`src/hw/ccs_pkg.sv`:
```
// constants, types and register map of the configuration cycle sequencer
package ccs_pkg;
	// clock and time figures
	localparam int REF_CLK_MHZ = 100;
	localparam int POR_FAST_MS = 3;
	localparam int POR_STD_MS = 50;
	localparam int ERR_TMO_US = 230;
	localparam int OSC_MHZ = 10;
	localparam int POR_FAST_CYC = POR_FAST_MS * 1000 * REF_CLK_MHZ;
	localparam int POR_STD_CYC = POR_STD_MS * 1000 * REF_CLK_MHZ;
	localparam int ERR_TMO_CYC = ERR_TMO_US * REF_CLK_MHZ;
	localparam int OSC_DIV = REF_CLK_MHZ / OSC_MHZ;
	localparam int INIT_CYC_BASE = 3185;
	localparam int INIT_CYC_SECURE = 3192;

	// register byte offsets
	localparam logic [7:0] ADDR_CTRL = 8'h00;
	localparam logic [7:0] ADDR_LEN = 8'h04;
	localparam logic [7:0] ADDR_STAT = 8'h08;
	localparam logic [7:0] ADDR_BITS = 8'h0c;

	// values after reset
	localparam logic [2:0] CTRL_RST = 3'h0;
	localparam logic [31:0] LEN_RST = 32'h0000_1000;
	// frame sync word, value arbitrary
	localparam logic [15:0] SYNC_WORD = 16'ha55a;
	localparam logic [4:0] HDR_BITS = 5'h10;

	// scheme select codes
	localparam logic [3:0] SEL_AS_STD_A = 4'h2;
	localparam logic [3:0] SEL_AS_STD_B = 4'h3;
	localparam logic [3:0] SEL_AS_FAST_A = 4'hd;
	localparam logic [3:0] SEL_AS_FAST_B = 4'h4;
	localparam logic [3:0] SEL_AP_STD_A = 4'h7;
	localparam logic [3:0] SEL_AP_STD_B = 4'hb;
	localparam logic [3:0] SEL_AP_STD_C = 4'h8;
	localparam logic [3:0] SEL_AP_FAST_A = 4'h5;
	localparam logic [3:0] SEL_AP_FAST_B = 4'h6;
	localparam logic [3:0] SEL_PS_STD = 4'h0;
	localparam logic [3:0] SEL_PS_FAST = 4'hc;
	localparam logic [3:0] SEL_FPP_A = 4'he;
	localparam logic [3:0] SEL_FPP_B = 4'hf;
	localparam logic [3:0] SEL_FPP_C = 4'h1;

	// captured word widths
	localparam logic [4:0] W_SERIAL = 5'd1;
	localparam logic [4:0] W_BYTE = 5'd8;
	localparam logic [4:0] W_WORD = 5'd16;

	// software control fields
	typedef struct packed {
		logic init_done_en;
		logic user_clk_en;
		logic auto_restart;
	} ccs_ctrl_t;

	typedef enum logic [5:0] {
		ST_POR = 6'b000001,
		ST_RESET = 6'b000010,
		ST_CONFIG = 6'b000100,
		ST_ERROR = 6'b001000,
		ST_INIT = 6'b010000,
		ST_USER = 6'b100000
	} ccs_state_t;
endpackage

```
`src/hw/ccs_top.sv`:
```
// configuration cycle sequencer with wishbone register slave
// Summary of operation
// - stay in reset while restart input or status line is sampled low.
// - hold power-on reset 3-9 ms fast or 50-200 ms standard.
// - during power-on reset drive status and load-complete low, tri-state user I/O.
// - active serial or parallel schemes keep driving configuration bus during power-on reset, except while chain enable is high and restart low.
// - after power-on reset keep I/O tri-stated, release status, enter configuration.
// - restart rising releases status; released status means ready for data.
// - weak pull-ups on user I/O after power-on reset and during configuration.
// - capture a word on every configuration clock cycle, width set by scheme.
// - release load-complete after all data; its rise starts initialization.
// - restart low resets, drives status and load-complete low, tri-states I/O.
// - a frame error drives status low and keeps load-complete low.
// - with auto restart, release status within 230 us and retry.
// - by default initialization runs from internal 10 MHz oscillator.
// - user clock option makes initialization run only from the user clock pin.
// - count 3185 initialization clocks, 3192 on the secure variant.
// - init-done floats early, driven low once the first frame's sync word checks good, released at user mode.
// - user mode hands I/O to the design and drops weak pull-ups.
// - scheme pins choose fast or standard power-on reset delay.
// - boundary-scan configuration overrides scheme pins for scheme choice.
`timescale 1ns/1ps
module ccs_top #(
	parameter int POR_FAST_CYCLES = ccs_pkg::POR_FAST_CYC,
	parameter int POR_STD_CYCLES = ccs_pkg::POR_STD_CYC,
	parameter int ERR_TMO_CYCLES = ccs_pkg::ERR_TMO_CYC,
	parameter bit SECURE = 1'b0,
	parameter int INIT_CYCLES = SECURE ? ccs_pkg::INIT_CYC_SECURE : ccs_pkg::INIT_CYC_BASE
) (
	input wire logic REF_CLK, // 100 MHz reference clock
	input wire logic RST_B, // asynchronous reset, active low
	input wire logic [7:0] WB_ADR_I, // wishbone byte address
	input wire logic [31:0] WB_DAT_I, // wishbone write data
	output logic [31:0] WB_DAT_O, // wishbone read data
	input wire logic [3:0] WB_SEL_I, // wishbone byte enables
	input wire logic WB_WE_I, // wishbone write enable
	input wire logic WB_CYC_I, // wishbone cycle
	input wire logic WB_STB_I, // wishbone strobe
	output logic WB_ACK_O, // wishbone acknowledge
	input wire logic RESTART_N, // restart input, active low
	input wire logic CHAIN_ENABLE_N, // chain enable, active low
	input wire logic [3:0] SCHEME_SELECT, // scheme select straps
	input wire logic JTAG_CFG_SEL, // boundary-scan configuration in use
	input wire logic CFG_BIT_CLOCK, // configuration data clock
	input wire logic [15:0] CFG_DATA, // configuration data bus
	input wire logic USER_INIT_CLOCK, // user initialization clock
	input wire logic STATUS_N_I, // status line level
	output logic STATUS_N_O, // status line drive value
	output logic STATUS_N_OE, // status line pulled low
	input wire logic LOAD_DONE_I, // load-complete line level
	output logic LOAD_DONE_O, // load-complete drive value
	output logic LOAD_DONE_OE, // load-complete pulled low
	output logic INIT_DONE_O, // init-done drive value
	output logic INIT_DONE_OE, // init-done pulled low
	output logic CFG_BUS_OE, // configuration bus driven
	output logic USER_IO_OE, // user I/O under design control
	output logic WEAK_PULLUP_EN, // weak pull-ups on user I/O
	output logic DEV_RESET // core held in reset
);
	localparam int SYNC_W = 27;

	ccs_pkg::ccs_state_t state_r;
	ccs_pkg::ccs_state_t state_nxt;
	ccs_pkg::ccs_ctrl_t ctrl_r;
	logic [SYNC_W-1:0] sync1_r;
	logic [SYNC_W-1:0] sync2_r;
	logic cbc_d_r;
	logic uic_d_r;
	logic restart_n_s;
	logic ce_n_s;
	logic status_n_s;
	logic load_done_s;
	logic cbc_s;
	logic uic_s;
	logic jtag_s;
	logic [3:0] scheme_s;
	logic [15:0] data_s;
	logic cbc_rise;
	logic uic_rise;
	logic fast_por;
	logic active_scheme;
	logic [4:0] width;
	logic [31:0] cnt_r;
	logic [31:0] por_lim;
	logic [31:0] len_r;
	logic [31:0] bitcnt_r;
	logic [31:0] bitcnt_nxt;
	logic [15:0] shift_r;
	logic [15:0] shift_nxt;
	logic hdr_edge;
	logic frame_err;
	logic data_done;
	logic reset_req;
	logic [3:0] osc_cnt_r;
	logic osc_tick_r;
	logic init_tick;
	logic [12:0] init_cnt_r;
	logic init_drive_r;
	logic wb_hit;
	logic [31:0] stat_word;

	// pins cross into the reference domain through two stages
	always_ff @(posedge REF_CLK or negedge RST_B) begin
		if (!RST_B) begin
			sync1_r <= '0;
			sync2_r <= '0;
			cbc_d_r <= 1'b0;
			uic_d_r <= 1'b0;
		end else begin
			sync1_r <= {RESTART_N, CHAIN_ENABLE_N, STATUS_N_I, LOAD_DONE_I, CFG_BIT_CLOCK,
				USER_INIT_CLOCK, JTAG_CFG_SEL, SCHEME_SELECT, CFG_DATA};
			sync2_r <= sync1_r;
			cbc_d_r <= cbc_s;
			uic_d_r <= uic_s;
		end
	end

	assign {restart_n_s, ce_n_s, status_n_s, load_done_s, cbc_s, uic_s, jtag_s, scheme_s, data_s} = sync2_r;
	// edges found on the synchronised copies, data sampled with equal latency
	assign cbc_rise = cbc_s & ~cbc_d_r;
	assign uic_rise = uic_s & ~uic_d_r;

	// scheme decode; boundary-scan overrides the width, not the delay
	always_comb begin
		fast_por = 1'b0;
		active_scheme = 1'b0;
		width = ccs_pkg::W_SERIAL;
		case (scheme_s)
			ccs_pkg::SEL_AS_STD_A, ccs_pkg::SEL_AS_STD_B: active_scheme = 1'b1;
			ccs_pkg::SEL_AS_FAST_A, ccs_pkg::SEL_AS_FAST_B: begin
				active_scheme = 1'b1;
				fast_por = 1'b1;
			end
			ccs_pkg::SEL_AP_STD_A, ccs_pkg::SEL_AP_STD_B, ccs_pkg::SEL_AP_STD_C: begin
				active_scheme = 1'b1;
				width = ccs_pkg::W_WORD;
			end
			ccs_pkg::SEL_AP_FAST_A, ccs_pkg::SEL_AP_FAST_B: begin
				active_scheme = 1'b1;
				fast_por = 1'b1;
				width = ccs_pkg::W_WORD;
			end
			ccs_pkg::SEL_PS_FAST: fast_por = 1'b1;
			ccs_pkg::SEL_FPP_A, ccs_pkg::SEL_FPP_B, ccs_pkg::SEL_FPP_C: begin
				fast_por = 1'b1;
				width = ccs_pkg::W_BYTE;
			end
			default: fast_por = 1'b0;
		endcase
		if (jtag_s) begin
			active_scheme = 1'b0;
			width = ccs_pkg::W_SERIAL;
		end
	end

	// low end of each range so the reset never ends early
	assign por_lim = fast_por ? 32'(POR_FAST_CYCLES) : 32'(POR_STD_CYCLES);

	// data capture: shift in one word per configuration clock
	always_comb begin
		shift_nxt = shift_r;
		case (width)
			ccs_pkg::W_BYTE: shift_nxt = {shift_r[7:0], data_s[7:0]};
			ccs_pkg::W_WORD: shift_nxt = data_s;
			default: shift_nxt = {shift_r[14:0], data_s[0]};
		endcase
	end

	assign bitcnt_nxt = bitcnt_r + 32'(width);
	assign hdr_edge = (state_r == ccs_pkg::ST_CONFIG) && cbc_rise && (bitcnt_nxt == 32'(ccs_pkg::HDR_BITS));
	assign frame_err = hdr_edge && (shift_nxt != ccs_pkg::SYNC_WORD);
	assign data_done = (state_r == ccs_pkg::ST_CONFIG) && cbc_rise && (bitcnt_nxt >= len_r);
	assign reset_req = !restart_n_s || !status_n_s;

	// capture counters live only within configuration
	always_ff @(posedge REF_CLK or negedge RST_B) begin
		if (!RST_B) begin
			shift_r <= 16'h0000;
			bitcnt_r <= 32'h0000_0000;
		end else if (state_r != ccs_pkg::ST_CONFIG) begin
			shift_r <= 16'h0000;
			bitcnt_r <= 32'h0000_0000;
		end else if (cbc_rise) begin
			shift_r <= shift_nxt;
			bitcnt_r <= bitcnt_nxt;
		end
	end

	// internal oscillator modelled as an enable from the reference clock
	always_ff @(posedge REF_CLK or negedge RST_B) begin
		if (!RST_B) begin
			osc_cnt_r <= 4'h0;
			osc_tick_r <= 1'b0;
		end else if (osc_cnt_r == 4'(ccs_pkg::OSC_DIV - 1)) begin
			osc_cnt_r <= 4'h0;
			osc_tick_r <= 1'b1;
		end else begin
			osc_cnt_r <= osc_cnt_r + 4'h1;
			osc_tick_r <= 1'b0;
		end
	end

	// a stopped user clock stalls user-mode entry indefinitely
	assign init_tick = ctrl_r.user_clk_en ? uic_rise : osc_tick_r;

	// delay counter for power-on reset and error time-out
	always_ff @(posedge REF_CLK or negedge RST_B) begin
		if (!RST_B) begin
			cnt_r <= 32'h0000_0000;
		end else if (state_nxt != state_r) begin
			cnt_r <= 32'h0000_0000;
		end else if (state_r == ccs_pkg::ST_POR || state_r == ccs_pkg::ST_ERROR) begin
			cnt_r <= cnt_r + 32'h0000_0001;
		end
	end

	// initialization counter runs once load-complete is seen high
	always_ff @(posedge REF_CLK or negedge RST_B) begin
		if (!RST_B) begin
			init_cnt_r <= 13'h0000;
		end else if (state_r != ccs_pkg::ST_INIT) begin
			init_cnt_r <= 13'h0000;
		end else if (load_done_s && init_tick) begin
			init_cnt_r <= init_cnt_r + 13'h0001;
		end
	end

	// sequencer
	always_comb begin
		state_nxt = state_r;
		case (state_r)
			ccs_pkg::ST_POR: begin
				if (cnt_r >= por_lim - 32'h0000_0001) begin
					state_nxt = ccs_pkg::ST_RESET;
				end
			end
			ccs_pkg::ST_RESET: begin
				if (restart_n_s && status_n_s) begin
					state_nxt = ccs_pkg::ST_CONFIG;
				end
			end
			ccs_pkg::ST_CONFIG: begin
				if (reset_req) begin
					state_nxt = ccs_pkg::ST_RESET;
				end else if (frame_err) begin
					state_nxt = ccs_pkg::ST_ERROR;
				end else if (data_done) begin
					state_nxt = ccs_pkg::ST_INIT;
				end
			end
			ccs_pkg::ST_ERROR: begin
				if (!restart_n_s) begin
					state_nxt = ccs_pkg::ST_RESET;
				end else if (ctrl_r.auto_restart && cnt_r >= 32'(ERR_TMO_CYCLES - 1)) begin
					state_nxt = ccs_pkg::ST_RESET;
				end
			end
			ccs_pkg::ST_INIT: begin
				if (reset_req) begin
					state_nxt = ccs_pkg::ST_RESET;
				end else if (init_cnt_r == 13'(INIT_CYCLES)) begin
					state_nxt = ccs_pkg::ST_USER;
				end
			end
			ccs_pkg::ST_USER: begin
				if (reset_req) begin
					state_nxt = ccs_pkg::ST_RESET;
				end
			end
			default: state_nxt = ccs_pkg::ST_POR;
		endcase
	end

	always_ff @(posedge REF_CLK or negedge RST_B) begin
		if (!RST_B) begin
			state_r <= ccs_pkg::ST_POR;
		end else begin
			state_r <= state_nxt;
		end
	end

	// init-done pulled low from the first good frame until user mode
	always_ff @(posedge REF_CLK or negedge RST_B) begin
		if (!RST_B) begin
			init_drive_r <= 1'b0;
		end else if (state_nxt != ccs_pkg::ST_CONFIG && state_nxt != ccs_pkg::ST_INIT) begin
			init_drive_r <= 1'b0;
		end else if (hdr_edge && !frame_err && ctrl_r.init_done_en) begin
			init_drive_r <= 1'b1;
		end
	end

	// pin controls registered from the next state so they line up with state_r
	always_ff @(posedge REF_CLK or negedge RST_B) begin
		if (!RST_B) begin
			STATUS_N_OE <= 1'b1;
			LOAD_DONE_OE <= 1'b1;
			CFG_BUS_OE <= 1'b0;
			USER_IO_OE <= 1'b0;
			WEAK_PULLUP_EN <= 1'b0;
			DEV_RESET <= 1'b1;
		end else begin
			STATUS_N_OE <= (state_nxt == ccs_pkg::ST_POR) || (state_nxt == ccs_pkg::ST_ERROR) ||
				(state_nxt == ccs_pkg::ST_RESET && !restart_n_s);
			LOAD_DONE_OE <= (state_nxt != ccs_pkg::ST_INIT) && (state_nxt != ccs_pkg::ST_USER);
			CFG_BUS_OE <= active_scheme && !(ce_n_s && !restart_n_s) &&
				(state_nxt == ccs_pkg::ST_POR || state_nxt == ccs_pkg::ST_CONFIG);
			USER_IO_OE <= (state_nxt == ccs_pkg::ST_USER);
			WEAK_PULLUP_EN <= (state_nxt != ccs_pkg::ST_POR) && (state_nxt != ccs_pkg::ST_USER);
			DEV_RESET <= (state_nxt == ccs_pkg::ST_POR) || (state_nxt == ccs_pkg::ST_RESET) ||
				(state_nxt == ccs_pkg::ST_ERROR);
		end
	end

	// open-drain lines only ever pull low
	always_ff @(posedge REF_CLK or negedge RST_B) begin
		if (!RST_B) begin
			STATUS_N_O <= 1'b0;
			LOAD_DONE_O <= 1'b0;
			INIT_DONE_O <= 1'b0;
			INIT_DONE_OE <= 1'b0;
		end else begin
			STATUS_N_O <= 1'b0;
			LOAD_DONE_O <= 1'b0;
			INIT_DONE_O <= 1'b0;
			INIT_DONE_OE <= init_drive_r &&
				(state_nxt == ccs_pkg::ST_CONFIG || state_nxt == ccs_pkg::ST_INIT);
		end
	end

	// wishbone slave: one wait state, unmapped reads return zero
	assign wb_hit = WB_CYC_I && WB_STB_I && !WB_ACK_O;
	assign stat_word = {19'h00000, width, fast_por, init_drive_r, state_r};

	always_ff @(posedge REF_CLK or negedge RST_B) begin
		if (!RST_B) begin
			WB_ACK_O <= 1'b0;
			WB_DAT_O <= 32'h0000_0000;
		end else begin
			WB_ACK_O <= wb_hit;
			if (wb_hit && !WB_WE_I) begin
				if (WB_ADR_I == ccs_pkg::ADDR_CTRL) begin
					WB_DAT_O <= {29'h00000000, ctrl_r};
				end else if (WB_ADR_I == ccs_pkg::ADDR_LEN) begin
					WB_DAT_O <= len_r;
				end else if (WB_ADR_I == ccs_pkg::ADDR_STAT) begin
					WB_DAT_O <= stat_word;
				end else if (WB_ADR_I == ccs_pkg::ADDR_BITS) begin
					WB_DAT_O <= bitcnt_r;
				end else begin
					WB_DAT_O <= 32'h0000_0000;
				end
			end
		end
	end

	// control register; options take effect at the next decision point
	always_ff @(posedge REF_CLK or negedge RST_B) begin
		if (!RST_B) begin
			ctrl_r <= ccs_pkg::CTRL_RST;
		end else if (wb_hit && WB_WE_I && WB_SEL_I[0] && WB_ADR_I == ccs_pkg::ADDR_CTRL) begin
			ctrl_r <= WB_DAT_I[2:0];
		end
	end

	// length register, byte lanes written one by one
	genvar gi;
	generate
		for (gi = 0; gi < 4; gi++) begin : g_len
			always_ff @(posedge REF_CLK or negedge RST_B) begin
				if (!RST_B) begin
					len_r[gi*8 +: 8] <= ccs_pkg::LEN_RST[gi*8 +: 8];
				end else if (wb_hit && WB_WE_I && WB_SEL_I[gi] && WB_ADR_I == ccs_pkg::ADDR_LEN) begin
					len_r[gi*8 +: 8] <= WB_DAT_I[gi*8 +: 8];
				end
			end
		end
	endgenerate
endmodule

```
`config.mk`:
```
export PLATFORM = sky130hd
export DESIGN_NAME = ccs_top
export DESIGN_NICKNAME = d
export VERILOG_FILES = /design/src/hw/ccs_pkg.sv /design/src/hw/ccs_top.sv
export SDC_FILE = /design/constraint.sdc
export NUM_CORES = 1
export LEC_CHECK = 0
export BUFFER_PORTS_ARGS = -buffer_cell sky130_fd_sc_hd__buf_2
export CAP_MARGIN = 25
export CORE_MARGIN = 2
export CORE_UTILIZATION = 62
export CTS_BUF_LIST = sky130_fd_sc_hd__clkbuf_16
export DETAILED_ROUTE_END_ITERATION = 10
export GPL_ROUTABILITY_DRIVEN = 0
export PLACE_DENSITY = 0.83
export SLEW_MARGIN = 40
export SYNTH_ARGS = -nofsm -noshare
export SYNTH_HDL_FRONTEND = slang
export SYNTH_SLANG_ARGS = --single-unit
```
`constraint.sdc`:
```
create_clock -name REF_CLK -period 11.07 [get_ports REF_CLK]
set_input_delay 2.7675 -clock REF_CLK [delete_from_list [all_inputs] [get_ports REF_CLK]]
set_output_delay 2.7675 -clock REF_CLK [all_outputs]
set_load 0.01 [all_outputs]
```
Word-level counts from Yosys, hierarchy flattened:

Index checks and enable logic that the tools add are counted.

* register bits: 235
* bits of input ports: 76
* output and inout bits: 43

* add/sub/neg operators: 5
* order comparisons: 3
* eq/ne operators: 41
* mux-type cells: 35
* bitwise logic cells: 4
* reductions and logical operators: 53

Operators with widths (count)
* $mux 32: 8
* $ge 32x32->1: 2
* $mux 6: 10
* $pmux 6 s6: 1
* $add 32x1->32 const B: 1
* $add 32x5->32: 1
* $eq 32x5->1 const B: 1
* $ge 32x15->1 const B: 1
* $pmux 16 s2: 1
* $logic_and 1x1->1: 30
* $mux 15: 2
* $eq 4x4->1 const B: 7
* $mux 13: 2
* $sub 23x1->24 const B: 1
* $mux 23: 1
* $eq 4x3->1 const B: 4
* $eq 8x4->1 const B: 2
* $ne 16x16->1 const B: 1
* $add 13x1->13 const B: 1
* $eq 13x12->1 const B: 1
* $eq 6x1->1 const B: 2
* $eq 6x2->1 const B: 2
* $eq 6x3->1 const B: 2
* $eq 6x4->1 const B: 2
* other kinds (27): 55

Longest topological paths before layout:

Gate-level depths: netlist of run 1.

* word-level depth: 14
* depth in mapped cells: 25

Worst setup path after synthesis of run 1:

OpenSTA, ideal clock, no wires.

* path kind: register to register
* start: register sync2_r[16]
* end: register cnt_r[1]
* arrival time: 4.830 ns
* setup slack: 6.169 ns
* stages on the path, launching flop included: 26
* path buffers: 4
* period minus slack after synthesis: 4.901 ns
* cell sequence: dfrtp_1 clkbuf_1 nand2b_1 nand2b_1 o21ai_1 clkbuf_1 ha_1 ha_1 nand4_4 a211oi_4 and2_1 buf_2 nand3_1 nor2_1 nand2_1 xnor2_1 ha_1 a21o_1 a21oi_1 o21ai_0 a22oi_1 o21ai_0 nor3_1 a21oi_4 buf_6 nor2_2

* cells in the longest elaborated chain, start to end: 13
* elaborated cells between the ends (all ways): 38
* those cells by class: add/sub (2); order compare (2); eq/ne (16); mux (11); reduce/logical (7)

Ends and longest elaborated chain
* start: declaration: RTL line ccs_top.sv:66 `logic [SYNC_W-1:0] sync2_r;`
* start signal: assignment: RTL line ccs_top.sv:112 `sync2_r <= sync1_r;`
* $eq 4x3->1, or another cell as far along: RTL line ccs_top.sv:128 `case (scheme_s)`
* $reduce_or 5->1 (no line) or $reduce_or 3->1 (tied branches)
* $pmux 5 s2: RTL line ccs_top.sv:128
* $mux 5: RTL line ccs_top.sv:150 `if (jtag_s) begin`
* $add 32x5->32, or another cell as far along: RTL line ccs_top.sv:169 `assign bitcnt_nxt = bitcnt_r + 32'(width);`
* $ge 32x32->1, or another cell as far along: RTL line ccs_top.sv:172 `assign data_done = (state_r == ccs_pkg::ST_CONFIG) && cbc_rise && (bitcnt_nxt >= len_r);`
* $logic_and 1x1->1, or another cell as far along: RTL line ccs_top.sv:172
* $mux 6 or $logic_and 1x1->1 (tied branches): RTL line ccs_top.sv:247, ccs_top.sv:171
* $mux 6: RTL line ccs_top.sv:245 `end else if (frame_err) begin`
* $mux 6: RTL line ccs_top.sv:243 `if (reset_req) begin`
* $pmux 6 s6 (*): RTL line ccs_top.sv:231 `case (state_r)`
* $ne 6x6->1 (*): RTL line ccs_top.sv:210 `end else if (state_nxt != state_r) begin`
* $mux 32 or $reduce_bool 2->1 (tied branches)
* end signal: assignment: RTL line ccs_top.sv:213 `cnt_r <= cnt_r + 32'h0000_0001;`
* end: declaration: RTL line ccs_top.sv:83 `logic [31:0] cnt_r;`

Mark *: on every way between the ends. The rest lies on a longest branch, timed or not.
A chain may end at the register's enable or synchronous reset.

Final worst setup path of run 1:

* start: register sync2_r[17]
* end: register cnt_r[31]

Same word-level chain as after synthesis.

==> metrics.cfg, run 1 <==
[final_layout]
syn2layout_area_growth_pct=11.9
drive_gt1_share_pct=19.4
stdcell_area_um2=13800
finalNetCount=1430
fin_util_pct=70.7
finalNonFillerCells=1591
n_fill_cell=1450

[placed_design]
port_buffers=115
pre_cts_ws_ps=5560
place_inst=1544
postPlaceCellArea_um2=13000
dp_hpwl_um=19800

[clocking]
worstSkewPairLatency_ps=530
numCtsBuffers=25
cts_sinks=235
h-tree-depth=1
root_buffer=clkbuf_16
clk_pin_slew_worst_paths_ps=60
cts_buffer_depth=3
cts_setup_buffers=0
cts_tree=done
postCtsHoldBufs=0
ctsResizeCount=0

[synthesis]
syn_area_per_cell_um2=10.0
synth_edf_count=0
ys_warn_count=0
synth_flop_cell=dfrtp_1
synthCells=1226
ys_types=82
synth_seq_cells=235
async_reset_ff_share_pct=100
yosysSeqAreaShare_pct=47.9
syn_area_um2=12300

[critical_path]
path_class=flip-flop to flip-flop
cp.arrival_ps=6040
critPathMaxFanout=32
r2r-start=sync2_r[17]$_DFF_PN0_
end_kind=flip-flop
max_stage_delay_ps=570
crit_buf_inv=1
cp.required_ps=11470
startpoint_type=flip-flop
cp_top_family=simple AND/OR/NAND/NOR gates
slowest_stage=or4b_1
path_cells=or4b_1 -> a21oi_2 -> ha_1 -> nand4_4 -> a211oi_4 -> and2_1 -> nand3_1 -> nor2_1 -> nand2_1 -> xnor2_1 -> ha_1 -> nand4_1 -> nor4_1 -> nand2_1 -> o21ai_0 -> nor3_1 -> a21oi_4 -> buf_4 -> nor2_1
reg2reg_depth=19
r2r_slack_ps=5430
r2r-end=cnt_r[31]$_DFFE_PN0P_

[pwr]
powerDensity_nw_per_um2=131
p_leak_nw=6.49
vdd_ir_drop_max_v=0.000141
total_power_mw=1.81

[timing]
finalSetupViolations=0
fin_hold_ws_ps=345
hold_viol_final=0
fin_skew_ps=8.30
clock.fmax_mhz=177
slew_headroom_pct=45.2
final_max_slew_viol_count=0
min_period_ps=5640
rsz0062_at_grt=no
min_period_over_period_pct=50.9
setup_ws_ps=5430
tns_ps=0
worst_pin_slew_ps=814

[global_route]
overflow=0
grtUsageTotal_pct=27.7
grt_max_degree=82
grt_pass1_wl_um=46300
first_global_vias=9371
antenna_found_initial=1

[route]
drc=0
wl_per_cell_um=17.7
ant_nets=0
drtIter0Drc=709
viasPerCell=5.98
vias=9513
first_pass_iters=6
drt-total-wl_um=28200

[floorplan]
rows=51
ios=119
die_area_um2=21000
coreArea_um2=19500
die_y_um=145
start_util_pct=63.2
die_w_um=145

[min_path]
hold_path_depth=0
hold_start=sync1_r[22]$_DFF_PN0_
hold_class=flip-flop to flip-flop
hold_path_end=sync2_r[22]$_DFF_PN0_

[job]
maxCapViolations=0

[outcome]
status=completed

[flip-flops by register name (all words and copies together), names as in the netlist, 3 cells and up]
register    flops
WB_DAT_O       32
bitcnt_r       32
cnt_r          32
len_r          32
sync1_r        27
sync2_r        27
shift_r        15
init_cnt_r     13
state_r         6
osc_cnt_r       4
ctrl_r          3
[cell usage after synthesis (16+ instances only)]
cell	instances	area (um^2)
nor2_2	31	194
or3_1	17	106
xor2_1	66	578
and3_1	19	119
nand4_1	25	156
nor3_1	17	85.1
buf_2	16	80.1
o21ai_0	42	210
ha_1	48	601
mux2_2	35	394
nand2_1	110	413
a221oi_1	21	184
inv_1	47	176
xnor2_1	31	272
nor2_1	134	503
dfrtp_1	230	5760
clkbuf_1	39	146
a21o_1	18	135
nand3_1	34	170
a211oi_1	17	128
a21oi_1	36	180
[cell families after synthesis]
| group | synth area share (%) |
|---|---|
| other cells | 0.0305 |
| fa+ha+maj | 4.88 |
| buf+inv | 4.23 |
| simple gates | 19.1 |
| mux | 4.77 |
| flops | 47.9 |
| xor+xnor | 6.91 |
| compound gates | 12.2 |
[where the power goes]
| group | internal, mW | switching [mW] | total (mW) |
|---|---|---|---|
| Clock | 0.460 | 0.340 | 0.800 |
| Sequential | 0.886 | 0.0144 | 0.900 |
| Combinational | 0.0423 | 0.0673 | 0.110 |
| Total | 1.39 | 0.421 | 1.81 |
[worst max-delay path by stage]
| stage | cells past startpoint | from | endpoint | slack [ps] |
|---|---|---|---|---|
| after floorplan | 25 | sync2_r[16]$_DFF_PN0_ | cnt_r[1]$_DFFE_PN0P_ | 6170 |
| after global placement | 17 | sync2_r[17]$_DFF_PN0_ | cnt_r[31]$_DFFE_PN0P_ | 5700 |
| after detailed placement | 19 | sync2_r[17]$_DFF_PN0_ | cnt_r[0]$_DFFE_PN0P_ | 5560 |
| after CTS | 19 | sync2_r[17]$_DFF_PN0_ | cnt_r[0]$_DFFE_PN0P_ | 5540 |
| after global routing | 19 | sync2_r[17]$_DFF_PN0_ | cnt_r[0]$_DFFE_PN0P_ | 5080 |
| final | 19 | sync2_r[17]$_DFF_PN0_ | cnt_r[31]$_DFFE_PN0P_ | 5430 |
[cell usage in the layout, fill, tap and decap left out, types with 34 or more instances in the layout]
master     n
a21oi_1   36
buf_2    114
dfrtp_1  230
ha_1      48
inv_1     50
mux2_2    35
nand2_1  110
nand3_1   34
nor2_1   134
o21ai_0   42
xor2_1    66
[layer usage]
layer | routed length [um] | up-vias | GRT usage [%]
met3 | 1810 | 69 | 4.15
li1 | - | 4446 | -
met1 | 12000 | 4631 | 38.6
met2 | 13400 | 367 | 43.9
met4 | 1000 | 0 | 10.9
met5 | 0 | - | 0
[worst register-to-register path, cell delays in order (launching register included)]
cell and delay [ps]:
dfrtp_1 460, or4b_1 570, a21oi_2 460, ha_1 330, nand4_4 160, a211oi_4 400, and2_1 360, nand3_1 190
nor2_1 170, nand2_1 90, xnor2_1 150, ha_1 300, nand4_1 100, nor4_1 330, nand2_1 90, o21ai_0 440
nor3_1 180, a21oi_4 150, buf_4 440, nor2_1 130
[area by class of cell]
| class | instances | area, um^2 | share of cell area, % |
|---|---|---|---|
| clock buffers | 25 | 626 | 4.54 |
| diodes | 1 | 2.50 | 0.0182 |
| inverters | 47 | 176 | 1.28 |
| repair buffers | 124 | 661 | 4.80 |
| multi-input cells | 873 | 5920 | 43.0 |
| clock inverters | 21 | 165 | 1.20 |
| well taps | 265 | 332 | 2.41 |
| flip-flops and latches | 235 | 5890 | 42.8 |
Note: power is estimated with default switching activity, not from simulation.
==> inputs of run 2 (changes only) <==
--- a/config.mk
+++ b/config.mk
@@ -5,14 +5,15 @@
 export SDC_FILE = /design/constraint.sdc
 export NUM_CORES = 1
 export LEC_CHECK = 0
+export ABC_AREA = 1
 export BUFFER_PORTS_ARGS = -buffer_cell sky130_fd_sc_hd__buf_2
 export CAP_MARGIN = 25
 export CORE_MARGIN = 2
-export CORE_UTILIZATION = 62
+export CORE_UTILIZATION = 60
 export CTS_BUF_LIST = sky130_fd_sc_hd__clkbuf_16
 export DETAILED_ROUTE_END_ITERATION = 10
 export GPL_ROUTABILITY_DRIVEN = 0
-export PLACE_DENSITY = 0.83
+export PLACE_DENSITY = 0.81
 export SLEW_MARGIN = 40
 export SYNTH_ARGS = -nofsm -noshare
 export SYNTH_HDL_FRONTEND = slang
==> constraint.sdc (replaced) <==
create_clock -name REF_CLK -period 5.4 [get_ports REF_CLK]
set_input_delay 1.35 -clock REF_CLK [delete_from_list [all_inputs] [get_ports REF_CLK]]
set_output_delay 1.35 -clock REF_CLK [all_outputs]
set_load 0.01 [all_outputs]
==> metrics.cfg, run 2 <==
[synthesis]
netlist_top_cells_count=nand2_1, dfrtp_1, inv_1
synth_edf_count=0
synth_seq_cells=235
synth_area_leaders=dfrtp_1, nand2_1, inv_1
syn_area_um2=12600
yosysSeqAreaShare_pct=46.7
synthCells=1558
ys_warn_count=0
yosys.area.top_type_share_pct=45.6
synth_flop_cell=dfrtp_1
synth_top_area_cell=dfrtp_1
ys_types=48
syn_area_per_cell_um2=8.10
yosysMostFrequentCell=nand2_1
async_reset_ff_share_pct=100

[floorplan]
coreArea_um2=20800
ios=119
die_y_um=149
rows=53
die_area_um2=22200
die_w_um=149
start_util_pct=60.6

[route]
drtIter0Drc=1250
vias=11200
ant_nets=0
drt-total-wl_um=32000
wl_per_cell_um=16.3
first_pass_iters=6
drc=0
viasPerCell=5.69

[critical_path]
path_class=flip-flop to flip-flop
cp.arrival_ps=5300
cpMostUsedCell=nand2_1
cp.required_ps=5830
slowest_stage=dfrtp_1
critPathMaxFanout=19
startpoint_type=flip-flop
max_stage_delay_ps=380
end_kind=flip-flop

[timing]
min_period_ps=4870
fin_hold_ws_ps=336
final_max_slew_viol_count=0
tns_ps=0
fin_skew_ps=12.8
rsz0062_at_grt=no
slew_headroom_pct=49.5
worst_pin_slew_ps=755
hold_viol_final=0
finalSetupViolations=0
min_period_over_period_pct=90.1
clock.fmax_mhz=206

[clocking]
cts_tree=done
worstSkewPairLatency_ps=520
root_buffer=clkbuf_16
cts_buffer_depth=3
numCtsBuffers=25
clk_pin_slew_worst_paths_ps=70
postCtsHoldBufs=0
cts_sinks=235
h-tree-depth=1

[final_layout]
mostFrequentLayoutCells=nand2_1, dfrtp_1, inv_1, nor2_1, buf_2
mostFrequentLayoutCell=nand2_1
drive_gt1_share_pct=15.0
finalNetCount=1801
stdcell_area_um2=14300
diodes=0
n_fill_cell=1665
syn2layout_area_growth_pct=13.2

[pwr]
vdd_ir_drop_max_v=0.000295
total_power_mw=3.61
powerDensity_nw_per_um2=253
p_leak_nw=7.24

[job]
maxCapViolations=0

[placed_design]
postPlaceCellArea_um2=13400
dp_hpwl_um=23400
port_buffers=115

[global_route]
met2_usage_pct=44.1
grtUsageTotal_pct=29.2
first_global_vias=10300
grt_pass1_wl_um=52000
grt_use_met1_pct=43.7
overflow=0
busiest_layer=met2
antenna_found_initial=2
grt_max_degree=98
grt_util_met3_pct=5.23

[min_path]
hold_class=flip-flop to flip-flop

[outcome]
status=completed

## run 2: changes by cell type after synthesis, sizes merged, moves of 25 or more
cell   previous run  this run
nand2           110       377
inv              47       220
nand3            35       108
nor3             17        61
mux2             36         0
xor2             66        31
a21oi            39        73
o21ai            45        79
o22ai             4        37
xnor2            31         6
## run 2: layout make-up
cell class / count / area (um^2) / share of cell area (%)
Sequential cell: 235 / 5890 / 41.2
Multi-Input combinational cell: 1064 / 5700 / 39.9
Inverter: 223 / 837 / 5.86
Timing Repair Buffer: 128 / 716 / 5.01
Clock buffer: 25 / 626 / 4.38
Tap cell: 275 / 344 / 2.41
Clock inverter: 19 / 163 / 1.14
## run 2: worst paths after layout
| check | start | endpoint | cells after the start | slack, ps |
|---|---|---|---|---|
| max | sync2_r[16]$_DFF_PN0_ | cnt_r[10]$_DFFE_PN0P_ | 29 | 530 |
| min reg2reg | sync1_r[17]$_DFF_PN0_ | sync2_r[17]$_DFF_PN0_ | 0 | 340 |
| max in group asynchronous | RST_B | STATUS_N_OE$_DFF_PN1_ | 3 | 3570 |
| max reg2reg | sync2_r[16]$_DFF_PN0_ | cnt_r[10]$_DFFE_PN0P_ | 29 | 530 |
| min in group asynchronous | RST_B | cnt_r[5]$_DFFE_PN0P_ | 1 | 720 |
| min | sync1_r[17]$_DFF_PN0_ | sync2_r[17]$_DFF_PN0_ | 0 | 340 |
## run 2: report_power, final
group	internal (mW)	leakage, nW	switching [mW]
clock network	0.979	0.393	0.692
logic	0.0448	3.87	0.0959
registers	1.79	2.97	0.0111
total	2.81	7.24	0.799
## run 2: worst max-delay path: cells and delay by family, from the launching register on
kind | cells | cell delay (ps)
and+or+nand+nor | 20 | 2570
adders and majority gates | 3 | 760
buffers and inverters | 4 | 560
DFF | 1 | 380
xor gates and xnor gates | 1 | 270
AOI/OAI and AO/OA | 1 | 170
## run 2: timing repair
action                     in CTS  in global routing
setup endpoints to repair       0                 19
resized for setup               0                  1
buffers inserted                0                  0
## run 2: metal layers
| metal | vias up | share of wire, % | routed length, um |
|---|---|---|---|
| li1 | 5303 | - | - |
| met1 | 5268 | 44 | 14100 |
| met2 | 564 | 44 | 14100 |
| met3 | 70 | 9.2 | 2950 |
| met4 | 2 | 2.7 | 865 |
| met5 | - | 0.041 | 13 |
## run 2: cells by family after synthesis
| kind of cell | Yosys count | share of synthesized area (%) |
|---|---|---|
| fa+ha+maj | 48 | 4.76 |
| simple gates | 767 | 28.3 |
| xor+xnor | 37 | 2.69 |
| compound gates | 208 | 9.13 |
| buf+inv | 261 | 8.36 |
| mux | 1 | 0.0794 |
| flops | 235 | 46.7 |
| other cells | 1 | 0.0297 |
## run 2: stage by stage
step	utilization, %	setup WS (ps)	instances
2_1_floorplan	-	1660	1560
3_3_place_gp	64.6	720	1924
3_5_place_dp	64.6	467	1924
4_1_cts	68.4	409	1968
5_1_grt	68.5	113	1969
6_report	68.5	535	1969
